--- config.mk ---
export PLATFORM = sky130hd
export DESIGN_NAME = dcf_top
export DESIGN_NICKNAME = d
export VERILOG_FILES = /design/src/design/dcf_top.v /design/src/design/dcf_clock_divider.v /design/src/design/dcf_noise_filter.v
export VERILOG_INCLUDE_DIRS = /design/src /design/src/design
export SDC_FILE = /design/constraint.sdc
export NUM_CORES = 1
export LEC_CHECK = 0
export ABC_AREA = 0
export BUFFER_PORTS_ARGS = -buffer_cell sky130_fd_sc_hd__buf_4
export CORE_AREA = 2 2 118 120
export CTS_CLUSTER_DIAMETER = 40
export DETAILED_ROUTE_END_ITERATION = 8
export DIE_AREA = 0 0 120 122
export GPL_TIMING_DRIVEN = 0
export HOLD_SLACK_MARGIN = 0.15
export MAX_ROUTING_LAYER = met4
export PLACE_DENSITY = 0.8
export SLEW_MARGIN = 20
export SYNTH_ARGS = -nofsm -noshare
export SYNTH_HDL_FRONTEND = slang
export SYNTH_SLANG_ARGS = --single-unit
--- constraint.sdc ---
create_clock -name aclk -period 2.77 [get_ports aclk]
set_clock_uncertainty 0.1 [all_clocks]
set_input_delay 0.4155 -clock aclk [delete_from_list [all_inputs] [get_ports aclk]]
set_output_delay 0.4155 -clock aclk [all_outputs]
set_load 0.005 [all_outputs]
--- src/design/dcf_defines.vh ---
// Register map, writable masks, reset values and ratios of the derived clock block
`ifndef DCF_DEFINES_VH
`define DCF_DEFINES_VH

// Register indices; byte address is four times the index
`define DCF_IDX_SRC      16'h5060
`define DCF_IDX_CTL      16'h5061
`define DCF_IDX_NFEN     16'h5062
`define DCF_IDX_DISP     16'h5063
`define DCF_IDX_FOUT     16'h5064
`define DCF_IDX_T8       16'h5065
`define DCF_IDX_PMUX     16'h5066

// Register numbers inside the block
`define DCF_REG_SRC      3'h0
`define DCF_REG_CTL      3'h1
`define DCF_REG_NFEN     3'h2
`define DCF_REG_DISP     3'h3
`define DCF_REG_FOUT     3'h4
`define DCF_REG_T8       3'h5
`define DCF_REG_PMUX     3'h6

// Writable bit masks; other bits are reserved and read zero
`define DCF_MASK_SRC     8'h01
`define DCF_MASK_CTL     8'h33
`define DCF_MASK_NFEN    8'h03
`define DCF_MASK_DISP    8'h1f
`define DCF_MASK_FOUT    8'h0f
`define DCF_MASK_T8      8'h0f
`define DCF_MASK_PMUX    8'h09

// Reset values
`define DCF_RST_SRC      8'h00
`define DCF_RST_CTL      8'h03
`define DCF_RST_NFEN     8'h02
`define DCF_RST_DISP     8'h02
`define DCF_RST_FOUT     8'h00
`define DCF_RST_T8       8'h00
`define DCF_RST_PMUX     8'h00

// Division as power of two of the source
`define DCF_LCD_LOG2_BASE 4'h5
`define DCF_LCD_LOG2_MAX  4'h9
`define DCF_T8_LOG2_MAX   4'h5
`define DCF_FOUT_LOG2_MAX 4'h2

// Noise filter runs on system clock divided by eight
`define DCF_FILT_DIV_LAST 3'h7

// Bus answers
`define DCF_RESP_OKAY    2'h0
`define DCF_RESP_SLVERR  2'h2

`endif

--- src/design/dcf_top.v ---
// Derived clocks, clock outputs and input noise filters with AXI4-Lite registers
//
// The implementer's own choice: the AXI4-Lite register port.
`timescale 1ns/1ps
`default_nettype none
`include "dcf_defines.vh"

module dcf_top
(
	// Clock and reset
	input  wire        aclk,
	input  wire        aresetn,
	// Write address channel
	input  wire [31:0] s_axi_awaddr,
	input  wire [2:0]  s_axi_awprot,
	input  wire        s_axi_awvalid,
	output wire        s_axi_awready,
	// Write data channel
	input  wire [31:0] s_axi_wdata,
	input  wire [3:0]  s_axi_wstrb,
	input  wire        s_axi_wvalid,
	output wire        s_axi_wready,
	// Write response channel
	output reg  [1:0]  s_axi_bresp,
	output reg         s_axi_bvalid,
	input  wire        s_axi_bready,
	// Read address channel
	input  wire [31:0] s_axi_araddr,
	input  wire [2:0]  s_axi_arprot,
	input  wire        s_axi_arvalid,
	output wire        s_axi_arready,
	// Read data channel
	output reg  [31:0] s_axi_rdata,
	output reg  [1:0]  s_axi_rresp,
	output reg         s_axi_rvalid,
	input  wire        s_axi_rready,
	// Clock sources, sampled levels
	input  wire        main_clock,
	input  wire        sub_clock,
	// Derived clocks and system clock source select
	output wire        display_driver_clock,
	output wire        sub_clock_8bit_timer,
	output wire        system_clock_source_select,
	// Oscillator control levels
	output wire        main_osc_enable,
	output wire        sub_osc_enable,
	output wire [1:0]  main_osc_wait_select,
	// General port side of shared pin a
	input  wire        port_a_data,
	input  wire        port_a_drive,
	// Shared pin a
	output wire        shared_port_pin_a_o,
	output wire        shared_port_pin_a_oe,
	// General port side of shared pin b
	input  wire        port_b_data,
	input  wire        port_b_drive,
	// Shared pin b
	output wire        shared_port_pin_b_o,
	output wire        shared_port_pin_b_oe,
	// Core request inputs
	input  wire        reset_request_in,
	input  wire        wdt_nmi_request,
	// Filtered core requests
	output wire        core_reset_request,
	output wire        core_nmi_request
);

	// =========================================
	// Functions

	// Address to {hit, register number}
	function [3:0] reg_decode;
		input [31:0] addr;
		begin
			reg_decode = 4'h0;
			if (addr[1:0] == 2'h0)
			begin
				case (addr[31:2])
					{14'h0000, `DCF_IDX_SRC}:  reg_decode = {1'b1, `DCF_REG_SRC};
					{14'h0000, `DCF_IDX_CTL}:  reg_decode = {1'b1, `DCF_REG_CTL};
					{14'h0000, `DCF_IDX_NFEN}: reg_decode = {1'b1, `DCF_REG_NFEN};
					{14'h0000, `DCF_IDX_DISP}: reg_decode = {1'b1, `DCF_REG_DISP};
					{14'h0000, `DCF_IDX_FOUT}: reg_decode = {1'b1, `DCF_REG_FOUT};
					{14'h0000, `DCF_IDX_T8}:   reg_decode = {1'b1, `DCF_REG_T8};
					{14'h0000, `DCF_IDX_PMUX}: reg_decode = {1'b1, `DCF_REG_PMUX};
					default:                   reg_decode = 4'h0;
				endcase
			end
		end
	endfunction

	// Field code to power of two, reserved codes clamp to largest ratio
	function [3:0] code_to_log2;
		input [2:0] code;
		input [3:0] base;
		input [3:0] max;
		reg   [3:0] sum;
		begin
			sum = base + {1'b0, code};
			if (sum > max)
				code_to_log2 = max;
			else
				code_to_log2 = sum;
		end
	endfunction

	// =========================================
	// Registers
	reg [7:0]  src_ff;
	reg [7:0]  ctl_ff;
	reg [7:0]  nfen_ff;
	reg [7:0]  disp_ff;
	reg [7:0]  fout_ff;
	reg [7:0]  t8_ff;
	reg [7:0]  pmux_ff;

	// Bus state
	reg        aw_held_ff;
	reg [31:0] awaddr_ff;
	reg        w_held_ff;
	reg [7:0]  wdata_ff;
	reg        wlane_ff;
	wire       aw_take;
	wire       w_take;
	wire       ar_take;
	wire       write_go;
	wire [3:0] wr_dec;
	wire [3:0] rd_dec;
	reg  [7:0] rd_value;
	reg  [7:0] nxt_wr_value;
	reg  [7:0] wr_mask;

	assign s_axi_awready = ~aw_held_ff & ~s_axi_bvalid;
	assign s_axi_wready  = ~w_held_ff & ~s_axi_bvalid;
	assign s_axi_arready = ~s_axi_rvalid;
	assign aw_take  = s_axi_awvalid & s_axi_awready;
	assign w_take   = s_axi_wvalid & s_axi_wready;
	assign ar_take  = s_axi_arvalid & s_axi_arready;
	assign write_go = aw_held_ff & w_held_ff & ~s_axi_bvalid;
	assign wr_dec   = reg_decode(awaddr_ff);
	assign rd_dec   = reg_decode(s_axi_araddr);

	// =========================================
	// Write channel capture
	always @(posedge aclk)
	begin
		if (!aresetn)
		begin
			aw_held_ff <= 1'b0;
			awaddr_ff  <= 32'h00000000;
			w_held_ff  <= 1'b0;
			wdata_ff   <= 8'h00;
			wlane_ff   <= 1'b0;
		end
		else
		begin
			if (aw_take)
			begin
				aw_held_ff <= 1'b1;
				awaddr_ff  <= s_axi_awaddr;
			end
			else if (write_go)
				aw_held_ff <= 1'b0;
			if (w_take)
			begin
				w_held_ff <= 1'b1;
				wdata_ff  <= s_axi_wdata[7:0];
				wlane_ff  <= s_axi_wstrb[0];
			end
			else if (write_go)
				w_held_ff <= 1'b0;
		end
	end

	// =========================================
	// Write mask of the addressed register
	always @*
	begin
		case (wr_dec[2:0])
			`DCF_REG_SRC:  wr_mask = `DCF_MASK_SRC;
			`DCF_REG_CTL:  wr_mask = `DCF_MASK_CTL;
			`DCF_REG_NFEN: wr_mask = `DCF_MASK_NFEN;
			`DCF_REG_DISP: wr_mask = `DCF_MASK_DISP;
			`DCF_REG_FOUT: wr_mask = `DCF_MASK_FOUT;
			`DCF_REG_T8:   wr_mask = `DCF_MASK_T8;
			`DCF_REG_PMUX: wr_mask = `DCF_MASK_PMUX;
			default:       wr_mask = 8'h00;
		endcase
		nxt_wr_value = wdata_ff & wr_mask;
	end

	// =========================================
	// Register file and write response
	always @(posedge aclk)
	begin
		if (!aresetn)
		begin
			src_ff       <= `DCF_RST_SRC;
			ctl_ff       <= `DCF_RST_CTL;
			nfen_ff      <= `DCF_RST_NFEN;
			disp_ff      <= `DCF_RST_DISP;
			fout_ff      <= `DCF_RST_FOUT;
			t8_ff        <= `DCF_RST_T8;
			pmux_ff      <= `DCF_RST_PMUX;
			s_axi_bvalid <= 1'b0;
			s_axi_bresp  <= `DCF_RESP_OKAY;
		end
		else
		begin
			if (write_go)
			begin
				s_axi_bvalid <= 1'b1;
				s_axi_bresp  <= wr_dec[3] ? `DCF_RESP_OKAY : `DCF_RESP_SLVERR;
				if (wr_dec[3] && wlane_ff)
				begin
					case (wr_dec[2:0])
						`DCF_REG_SRC:  src_ff  <= nxt_wr_value;
						`DCF_REG_CTL:  ctl_ff  <= nxt_wr_value;
						`DCF_REG_NFEN: nfen_ff <= nxt_wr_value;
						`DCF_REG_DISP: disp_ff <= nxt_wr_value;
						`DCF_REG_FOUT: fout_ff <= nxt_wr_value;
						`DCF_REG_T8:   t8_ff   <= nxt_wr_value;
						`DCF_REG_PMUX: pmux_ff <= nxt_wr_value;
						default:       src_ff  <= src_ff;
					endcase
				end
			end
			else if (s_axi_bready)
				s_axi_bvalid <= 1'b0;
		end
	end

	// =========================================
	// Read path
	always @*
	begin
		case (rd_dec[2:0])
			`DCF_REG_SRC:  rd_value = src_ff;
			`DCF_REG_CTL:  rd_value = ctl_ff;
			`DCF_REG_NFEN: rd_value = nfen_ff;
			`DCF_REG_DISP: rd_value = disp_ff;
			`DCF_REG_FOUT: rd_value = fout_ff;
			`DCF_REG_T8:   rd_value = t8_ff;
			`DCF_REG_PMUX: rd_value = pmux_ff;
			default:       rd_value = 8'h00;
		endcase
	end

	always @(posedge aclk)
	begin
		if (!aresetn)
		begin
			s_axi_rvalid <= 1'b0;
			s_axi_rdata  <= 32'h00000000;
			s_axi_rresp  <= `DCF_RESP_OKAY;
		end
		else if (ar_take)
		begin
			s_axi_rvalid <= 1'b1;
			s_axi_rdata  <= rd_dec[3] ? {24'h000000, rd_value} : 32'h00000000;
			s_axi_rresp  <= rd_dec[3] ? `DCF_RESP_OKAY : `DCF_RESP_SLVERR;
		end
		else if (s_axi_rready)
			s_axi_rvalid <= 1'b0;
	end

	// =========================================
	// Control fields
	wire       sys_src_sub;
	wire       lcd_enable;
	wire       lcd_src_sub;
	wire [2:0] lcd_code;
	wire       t8_enable;
	wire [2:0] t8_code;
	wire       main_out_en;
	wire       sub_out_en;
	wire [1:0] main_out_code;
	wire       main_output_pin_select;
	wire       sub_output_pin_select;
	wire       reset_filter_enable;
	wire       interrupt_filter_enable;

	assign sys_src_sub             = src_ff[0];
	assign lcd_enable              = disp_ff[0];
	assign lcd_src_sub             = disp_ff[1];
	assign lcd_code                = disp_ff[4:2];
	assign t8_enable               = t8_ff[0];
	assign t8_code                 = t8_ff[3:1];
	assign sub_out_en              = fout_ff[0];
	assign main_out_en             = fout_ff[1];
	assign main_out_code           = fout_ff[3:2];
	assign main_output_pin_select  = pmux_ff[0];
	assign sub_output_pin_select   = pmux_ff[3];
	assign interrupt_filter_enable = nfen_ff[0];
	assign reset_filter_enable     = nfen_ff[1];

	assign system_clock_source_select = sys_src_sub;
	assign main_osc_enable            = ctl_ff[0];
	assign sub_osc_enable             = ctl_ff[1];
	assign main_osc_wait_select       = ctl_ff[5:4];

	// =========================================
	// Dividers
	wire [3:0] lcd_log2;
	wire [3:0] t8_log2;
	wire [3:0] fout_log2;
	wire       lcd_div_clock;
	wire       t8_div_clock;
	wire       main_div_clock;

	assign lcd_log2  = code_to_log2(lcd_code, `DCF_LCD_LOG2_BASE, `DCF_LCD_LOG2_MAX);
	assign t8_log2   = code_to_log2(t8_code, 4'h0, `DCF_T8_LOG2_MAX);
	assign fout_log2 = code_to_log2({1'b0, main_out_code}, 4'h0, `DCF_FOUT_LOG2_MAX);

	dcf_clock_divider u_lcd_div
	(
		.aclk       (aclk),
		.aresetn    (aresetn),
		.src_level  (main_clock),
		.ratio_log2 (lcd_log2),
		.div_clock  (lcd_div_clock)
	);

	dcf_clock_divider u_t8_div
	(
		.aclk       (aclk),
		.aresetn    (aresetn),
		.src_level  (sub_clock),
		.ratio_log2 (t8_log2),
		.div_clock  (t8_div_clock)
	);

	dcf_clock_divider u_fout_div
	(
		.aclk       (aclk),
		.aresetn    (aresetn),
		.src_level  (main_clock),
		.ratio_log2 (fout_log2),
		.div_clock  (main_div_clock)
	);

	// =========================================
	// Gated clocks, plain gates with no resync
	wire main_clock_output;
	wire sub_clock_output;

	assign display_driver_clock = lcd_enable & (lcd_src_sub ? sub_clock : lcd_div_clock);
	assign sub_clock_8bit_timer = t8_enable & t8_div_clock;
	assign main_clock_output    = main_out_en & main_div_clock;
	assign sub_clock_output     = sub_out_en & sub_clock;

	// =========================================
	// Shared pins
	assign shared_port_pin_a_o  = main_output_pin_select ? main_clock_output : port_a_data;
	assign shared_port_pin_a_oe = main_output_pin_select | port_a_drive;
	assign shared_port_pin_b_o  = sub_output_pin_select ? sub_clock_output : port_b_data;
	assign shared_port_pin_b_oe = sub_output_pin_select | port_b_drive;

	// =========================================
	// Filter tick from system clock edges
	reg        sys_prev_ff;
	reg  [2:0] filt_count_ff;
	reg        filt_tick_ff;
	wire       sys_level;
	wire       sys_rise;

	assign sys_level = sys_src_sub ? sub_clock : main_clock;
	assign sys_rise  = sys_level & ~sys_prev_ff;

	always @(posedge aclk)
	begin
		if (!aresetn)
		begin
			sys_prev_ff   <= 1'b0;
			filt_count_ff <= 3'h0;
			filt_tick_ff  <= 1'b0;
		end
		else
		begin
			sys_prev_ff  <= sys_level;
			filt_tick_ff <= sys_rise && (filt_count_ff == `DCF_FILT_DIV_LAST);
			if (sys_rise)
				filt_count_ff <= filt_count_ff + 3'h1;
		end
	end

	// =========================================
	// Noise filters
	dcf_noise_filter u_reset_filter
	(
		.aclk      (aclk),
		.aresetn   (aresetn),
		.tick      (filt_tick_ff),
		.enable    (reset_filter_enable),
		.raw_in    (reset_request_in),
		.clean_out (core_reset_request)
	);

	dcf_noise_filter u_nmi_filter
	(
		.aclk      (aclk),
		.aresetn   (aresetn),
		.tick      (filt_tick_ff),
		.enable    (interrupt_filter_enable),
		.raw_in    (wdt_nmi_request),
		.clean_out (core_nmi_request)
	);

endmodule // dcf_top

`default_nettype wire

--- src/design/dcf_clock_divider.v ---
// Power-of-two divider of a sampled clock level
`timescale 1ns/1ps
`default_nettype none

module dcf_clock_divider
(
	// System
	input  wire       aclk,
	input  wire       aresetn,
	// Source and ratio
	input  wire       src_level,
	input  wire [3:0] ratio_log2,
	// Divided clock
	output reg        div_clock
);

	reg       src_prev_ff;
	reg [8:0] count_ff;
	wire      src_rise;

	assign src_rise = src_level & ~src_prev_ff;

	// =========================================
	// Counter of source rising edges
	always @(posedge aclk)
	begin
		if (!aresetn)
		begin
			src_prev_ff <= 1'b0;
			count_ff    <= 9'h000;
		end
		else
		begin
			src_prev_ff <= src_level;
			if (src_rise)
				count_ff <= count_ff + 9'h001;
		end
	end

	// =========================================
	// Output select, ratio one passes the source
	always @*
	begin
		if (ratio_log2 == 4'h0)
			div_clock = src_level;
		else
			div_clock = count_ff[ratio_log2 - 4'h1];
	end

endmodule // dcf_clock_divider

`default_nettype wire

--- src/design/dcf_noise_filter.v ---
// Two-tick noise filter with bypass
`timescale 1ns/1ps
`default_nettype none

module dcf_noise_filter
(
	// System
	input  wire aclk,
	input  wire aresetn,
	// Filter control
	input  wire tick,
	input  wire enable,
	// Signal
	input  wire raw_in,
	output wire clean_out
);

	reg sample_ff;
	reg state_ff;

	// =========================================
	// Level accepted after two equal tick samples
	always @(posedge aclk)
	begin
		if (!aresetn)
		begin
			sample_ff <= 1'b0;
			state_ff  <= 1'b0;
		end
		else if (tick)
		begin
			sample_ff <= raw_in;
			if (sample_ff == raw_in)
				state_ff <= raw_in;
		end
	end

	// Bypass passes the input straight on
	assign clean_out = enable ? state_ff : raw_in;

endmodule // dcf_noise_filter

`default_nettype wire

# Word-level counts from Yosys, hierarchy flattened
# Cells that the tools add are included.
[totals] wordCells=153 output_inout_bits=54 register_bits=175 in_bits=121
[op_classes] n_eq_ne=29 n_mux=34 n_addsub=8 n_lt_le_gt_ge=6 bitwise=24 n_reduce_logical=23
[op_table] cell="equality test 30 x 15 -> 1 bit, second input constant" n=14
[op_table] cell="case mux 4 bit (7 select lines)" n=2
[op_table] cell="case mux 8 bit (7 select lines)" n=1
[op_table] cell="case mux 6 bit (6 select lines)" n=1
[op_table] cell="adder 9 x 1 -> 9 bit, second input constant" n=3
[op_table] cell="equality test 3 bit, second input constant" n=7
[op_table] cell="AND reduction 3 bit" n=7
[op_table] cell="2-to-1 mux 1 bit" n=19
[op_table] cell="< comparator 4 x 5 -> 1 bit, second input constant" n=3
[op_table] cell="AND 1 bit" n=14
[op_table] cell="binary-select mux 1 bit (select 4 bit)" n=3
[op_table] cell="equality test 3 x 2 -> 1 bit, second input constant" n=4
[op_table] cell="zero test 4 bit" n=3
[op_table] cell="2-to-1 mux 4 bit" n=3
[op_table] cell="AND 8 bit" n=1
[op_table] cell="2-to-1 mux 8 bit" n=1
[op_table] cell="nonzero test 2 bit" n=4
[op_table] cell="inverter 1 bit" n=7
[op_table] cell="equality test 3 x 1 -> 1 bit, second input constant" n=2
[op_table] cell="zero test 3 bit" n=2
[op_table] cell="2-to-1 mux 2 bit" n=3
[op_table] cell="adder 3 x 3 -> 4 bit, first input constant" n=1
[op_table] cell="greater-than comparator 4 bit, second input constant" n=1
[op_table] cell="zero test 2 bit" n=2
[op_table] cell="12 further kinds" n=16

# Longest topological paths before layout
[logic_depth] word_depth=9 mapped_depth=12 depth_no_buf=11

# Modules after synthesis
# A second synthesis with hierarchy kept.
[hier_totals] hier_cells=733 area_unflattened_um2=6775.2
[modules_own_cells] module="dcf_top" n_inst=1 area_each_um2=4750.8 cells_each=528 seq_area_each_um2=1961.9
[modules_own_cells] module="dcf_clock_divider" n_inst=3 area_each_um2=605.6 cells_each=61 seq_area_each_um2=200.2
[modules_own_cells] module="dcf_noise_filter" n_inst=2 area_each_um2=103.8 cells_each=11 seq_area_each_um2=40.0

# Least setup slack after synthesis
# OpenSTA, ideal clock, no wires.
[synth_timing] path_kind="register -> output" startpoint="register disp_ff[3]" endpoint="output display_driver_clock" required_ps=2254 arrival_time_ps=2057 slack_ps=198 stages_incl_launch_ff=10 cell_sequence="dfxtp_1 -> ha_1 -> nor2b_1 -> o31ai_2 -> ha_1 -> nand4bb_1 -> o221ai_1 -> nor2b_1 -> a32oi_1 -> o21ai_0"
[synth_via] elab_chain_len=9
[synth_rtl] element="start: declaration" line_no="dcf_top.v:112" text="reg [7:0] disp_ff;"
[synth_rtl] element="start signal: assignment" line_no="dcf_top.v:201" text="disp_ff <= `DCF_RST_DISP;"
[synth_rtl] element="start signal: assignment" line_no="dcf_top.v:220" text="`DCF_REG_DISP: disp_ff <= nxt_wr_value;"
[synth_rtl] element="adder 3 x 3 -> 4 bit (*)" line_no="dcf_top.v:99" text="sum = base + {1'b0, code};"
[synth_rtl] element="greater-than comparator 4 bit" line_no="dcf_top.v:100" text="if (sum > max)"
[synth_rtl] element="2-to-1 mux 4 bit (*)" line_no="dcf_top.v:100"
[synth_rtl] element="subtractor 4 x 1 -> 4 bit" line_no="dcf_clock_divider.v:47" text="div_clock = count_ff[ratio_log2 - 4'h1];"
[synth_rtl] element="binary-select mux 1 bit (select 4 bit)" line_no="dcf_clock_divider.v:47"
[synth_rtl] element="2-to-1 mux 1 bit (not written as such)" line_no="dcf_clock_divider.v:47"
[synth_rtl] element="2-to-1 mux 1 bit (*)" line_no="dcf_clock_divider.v:44" text="if (ratio_log2 == 4'h0)"
[synth_rtl] element="2-to-1 mux 1 bit (*)" line_no="dcf_top.v:347" text="assign display_driver_clock = lcd_enable & (lcd_src_sub ? sub_clock : lcd_div_clock);"
[synth_rtl] element="AND 1 bit (*)" line_no="dcf_top.v:347"
[synth_rtl] element="end: declaration" line_no="dcf_top.v:41" text="output wire display_driver_clock,"
# Every way passes the cells marked *; elsewhere a longest branch is shown, timed or not. The select of a mux whose other input is x is not followed.

# Worst setup path after layout
# Same ends and word-level chain as after synthesis.

==> impl_metrics.yaml <==
run_status:
  outcome: "finished, violations left"
  violations: "negative setup slack"
die:
  rows: 43
  start_util_pct: 43.47
  fp.coreArea_um2: 13500
  boundaryPins: 175
  dieArea_um2: 14640
  die_h_um: 122
  die_w_um: 120
hold_path:
  hold_depth: 3
  worstHoldEndpoint: "awaddr_ff[16]$_SDFFE_PN0P_"
  min_from: "s_axi_awaddr[16]"
  min_path_type: "input port to flop"
logic_synthesis:
  synth_cell_types: 56
  synth-main-ff-cell: "dfxtp_1"
  ys.warnings.count: 0
  synth_area_per_cell_um2: 8.963
  synth_edf_count: 0
  syn_area_um2: 5871
  async_flop_share_pct: 0
  synth_top_cell_by_area: "dfxtp_1"
  yosys-top-cells-area: "dfxtp_1 42%, nand2_1 6.5%, mux2i_1 5.3%"
  yosys.cell_count.top_type: "dfxtp_1"
  ys_seq_area_share_pct: 41.94
  synth_seq_cells: 123
  synth_top_area_share_pct: 41.94
  synth.top_cells.by_count: "123 x dfxtp_1, 101 x nand2_1, 50 x a21oi_1, 50 x nor2_1"
  synthCells: 655
timing:
  setup_ws_ps: -143.9
  max_freq_mhz: 343.2
  whs_ps: 154.1
  rsz0062_at_grt: "yes"
  finalCriticalPeriod_ps: 2914
  fin_crit_sh_pct: 105.2
  setup_violations: 1
  tightest_slew_ps: 778.7
  hold_viol: 0
  relSlewSlack_pct: 48.09
  slew_violations: 0
worst_setup_path:
  critPathKind: "flop to primary output"
  rr_startpoint: "awaddr_ff[19]$_SDFFE_PN0P_"
  endpoint_kind: "primary output"
  cp.arrival_ps: 2400
  r2r_cells: 5
  path_max_fanout: 5
  reg2reg_to: "nfen_ff[1]$_SDFFE_PN1P_"
  crit_required_ps: 2250
  r2r_setup_slack_ps: 580
  crit_path_start_kind: "flop"
placement:
  dp_hpwl_um: 10830
  place_congestion: 0.8774
  io_buffers: 110
  place_inst: 972
clock_network:
  htreeDepth: 4
  clock_sinks: 123
  cts_tree: "built"
  numCtsBuffers: 17
  clk_latency_ps: 420
  root_buffer: "clkbuf_16"
  clk_transition_reported_paths_ps: 50
  cts_buffer_depth: 2
power:
  p_leak_nw: 3.352
  peakVddDrop_mv: 0.4400
  power.density_nw_per_um2: 598.8
routing:
  route.detailed.drc: 0
  via_per_inst: 5.224
  drtIter0Drc: 370
  routedWlPerCell_um: 15.33
  route.vias.total: 5365
  ant_nets: 0
  first_pass_iters: 4
  wirelength_um: 15750
layout:
  finish.net_count: 967
  seq_area_um2: 2472
  instances_no_fill: 1027
  antenna_cells: 0
  multi_input_area_um2: 3174
  area_delta_synth_final_pct: 36.87
  n_fill_cell: 1104
  drive_above_1_share_pct: 27.04
job:
  drv_cap: 0
global_route:
  grt_pass1_vias: 5109
  grt_overflow: 0
  grt_first_pass_wirelength_um: 24990
  grtUsageTotal_pct: 22.32
  grt_max_degree: 17
  antenna_found_initial: 0
-- sequential cells by signal (all words and copies together), names as in the netlist, 2 cells and up --
name	flops
wdata_ff	6
ctl_ff	6
pmux_ff	6
u_fout_div.count_ff	2
u_t8_div.count_ff	8
filt_count_ff	3
s_axi_rdata	6
disp_ff	6
u_lcd_div.count_ff	9
awaddr_ff	32
src_ff	6
nfen_ff	6
fout_ff	6
t8_ff	6
-- metal layers --
layer  GRT usage (%)  wire length [µm]
met1           27.00              6511
met2           35.30              7699
met3           3.839               957
met4           12.65               581
met5               -                 0
-- repair_timing --
action | CTS | global route
setup endpoints to repair | 2 | 2
setup buffers | 9 | 1
resized for setup | 24 | 3
hold endpoints to repair | 16 | 0
hold buffers | 16 | 0
pin swaps | 4 | 8
-- worst max-delay path by stage --
| stage | endpoint | depth (start not counted) | slack (ps) | startpoint |
|---|---|---|---|---|
| finish | display_driver_clock | 8 | -140 | disp_ff[3]$_SDFFE_PN0P_ |
| CTS | display_driver_clock | 8 | -120 | disp_ff[3]$_SDFFE_PN0P_ |
| global route | display_driver_clock | 10 | -210 | disp_ff[2]$_SDFFE_PN0P_ |
| detailed placement | display_driver_clock | 10 | -340 | disp_ff[3]$_SDFFE_PN0P_ |
| global placement | display_driver_clock | 10 | -290 | disp_ff[3]$_SDFFE_PN0P_ |
| floorplan | display_driver_clock | 9 | 200 | disp_ff[3]$_SDFFE_PN0P_ |
-- placed cells by master, fill, tap and decap left out, types with 12 or more instances in the layout --
cell and instances:
a21oi_1 49, and3_1 19, nand4_1 12, clkbuf_1 31, buf_4 148, o21ai_0 18, and2_1 12, conb_1 28
inv_1 12, a221oi_1 15, dlygate4sd3_1 16, nor2_1 50, mux2i_1 31, nand2_1 101, clkbuf_16 17, mux2_2 12
dfxtp_1 117
-- through the flow --
| stage | setup slack (ps) | TNS, ps | utilization [%] | instance area [µm²] | power [mW] |
|---|---|---|---|---|---|
| 6_report | -143.9 | -143.9 | 59.50 | 8035 | 4.811 |
| 5_1_grt | -214.5 | -214.5 | 59.50 | 8035 | 4.960 |
| 4_1_cts | -115.5 | -115.5 | 59.31 | 8009 | 4.814 |
| 3_5_place_dp | -344.2 | -344.2 | 52.01 | 7023 | 2.343 |
| 3_3_place_gp | -288.8 | -288.8 | 52.01 | 7023 | 2.335 |
| 2_1_floorplan | 197.7 | 0 | - | 5972 | 2.164 |
-- critical path, stage by stage, from the launching register on --
cell and delay [ps]:
dfxtp_4 380, ha_4 160, nor2b_2 50, o31ai_4 330
buf_6 160, mux4_2 490, a32oi_1 190, o21ai_1 90
buf_4 140
-- cells by family after synthesis --
kind of cell / after synthesis / synth area share (%)
and+or+nand+nor: 271 / 25.53
DFF: 123 / 41.94
AOI/OAI and AO/OA: 109 / 11.57
buffers and inverters: 79 / 7.161
muxes: 48 / 9.506
xor gates and xnor gates: 14 / 2.089
adders and majority gates: 10 / 2.131
other: 1 / 0.06388
-- power by group --
group	leakage (nW)	switching [mW]	internal [mW]	total [mW]
clock	0.325	0.773	1.70	2.48
combinational	2.02	0.224	0.233	0.457
sequential	1.00	0.0488	1.83	1.88
-- cell type report --
| type | count | area share [%] |
|---|---|---|
| multi-input combinational | 480 | 39.50 |
| sequential | 123 | 30.77 |
| timing repair buffer | 136 | 13.41 |
| clock buffer | 23 | 6.197 |
| buffer | 64 | 4.609 |
| tap | 180 | 2.803 |
| clock inverter | 7 | 1.993 |
| inverter | 14 | 0.7163 |
Note: power is estimated with default switching activity, not from simulation.
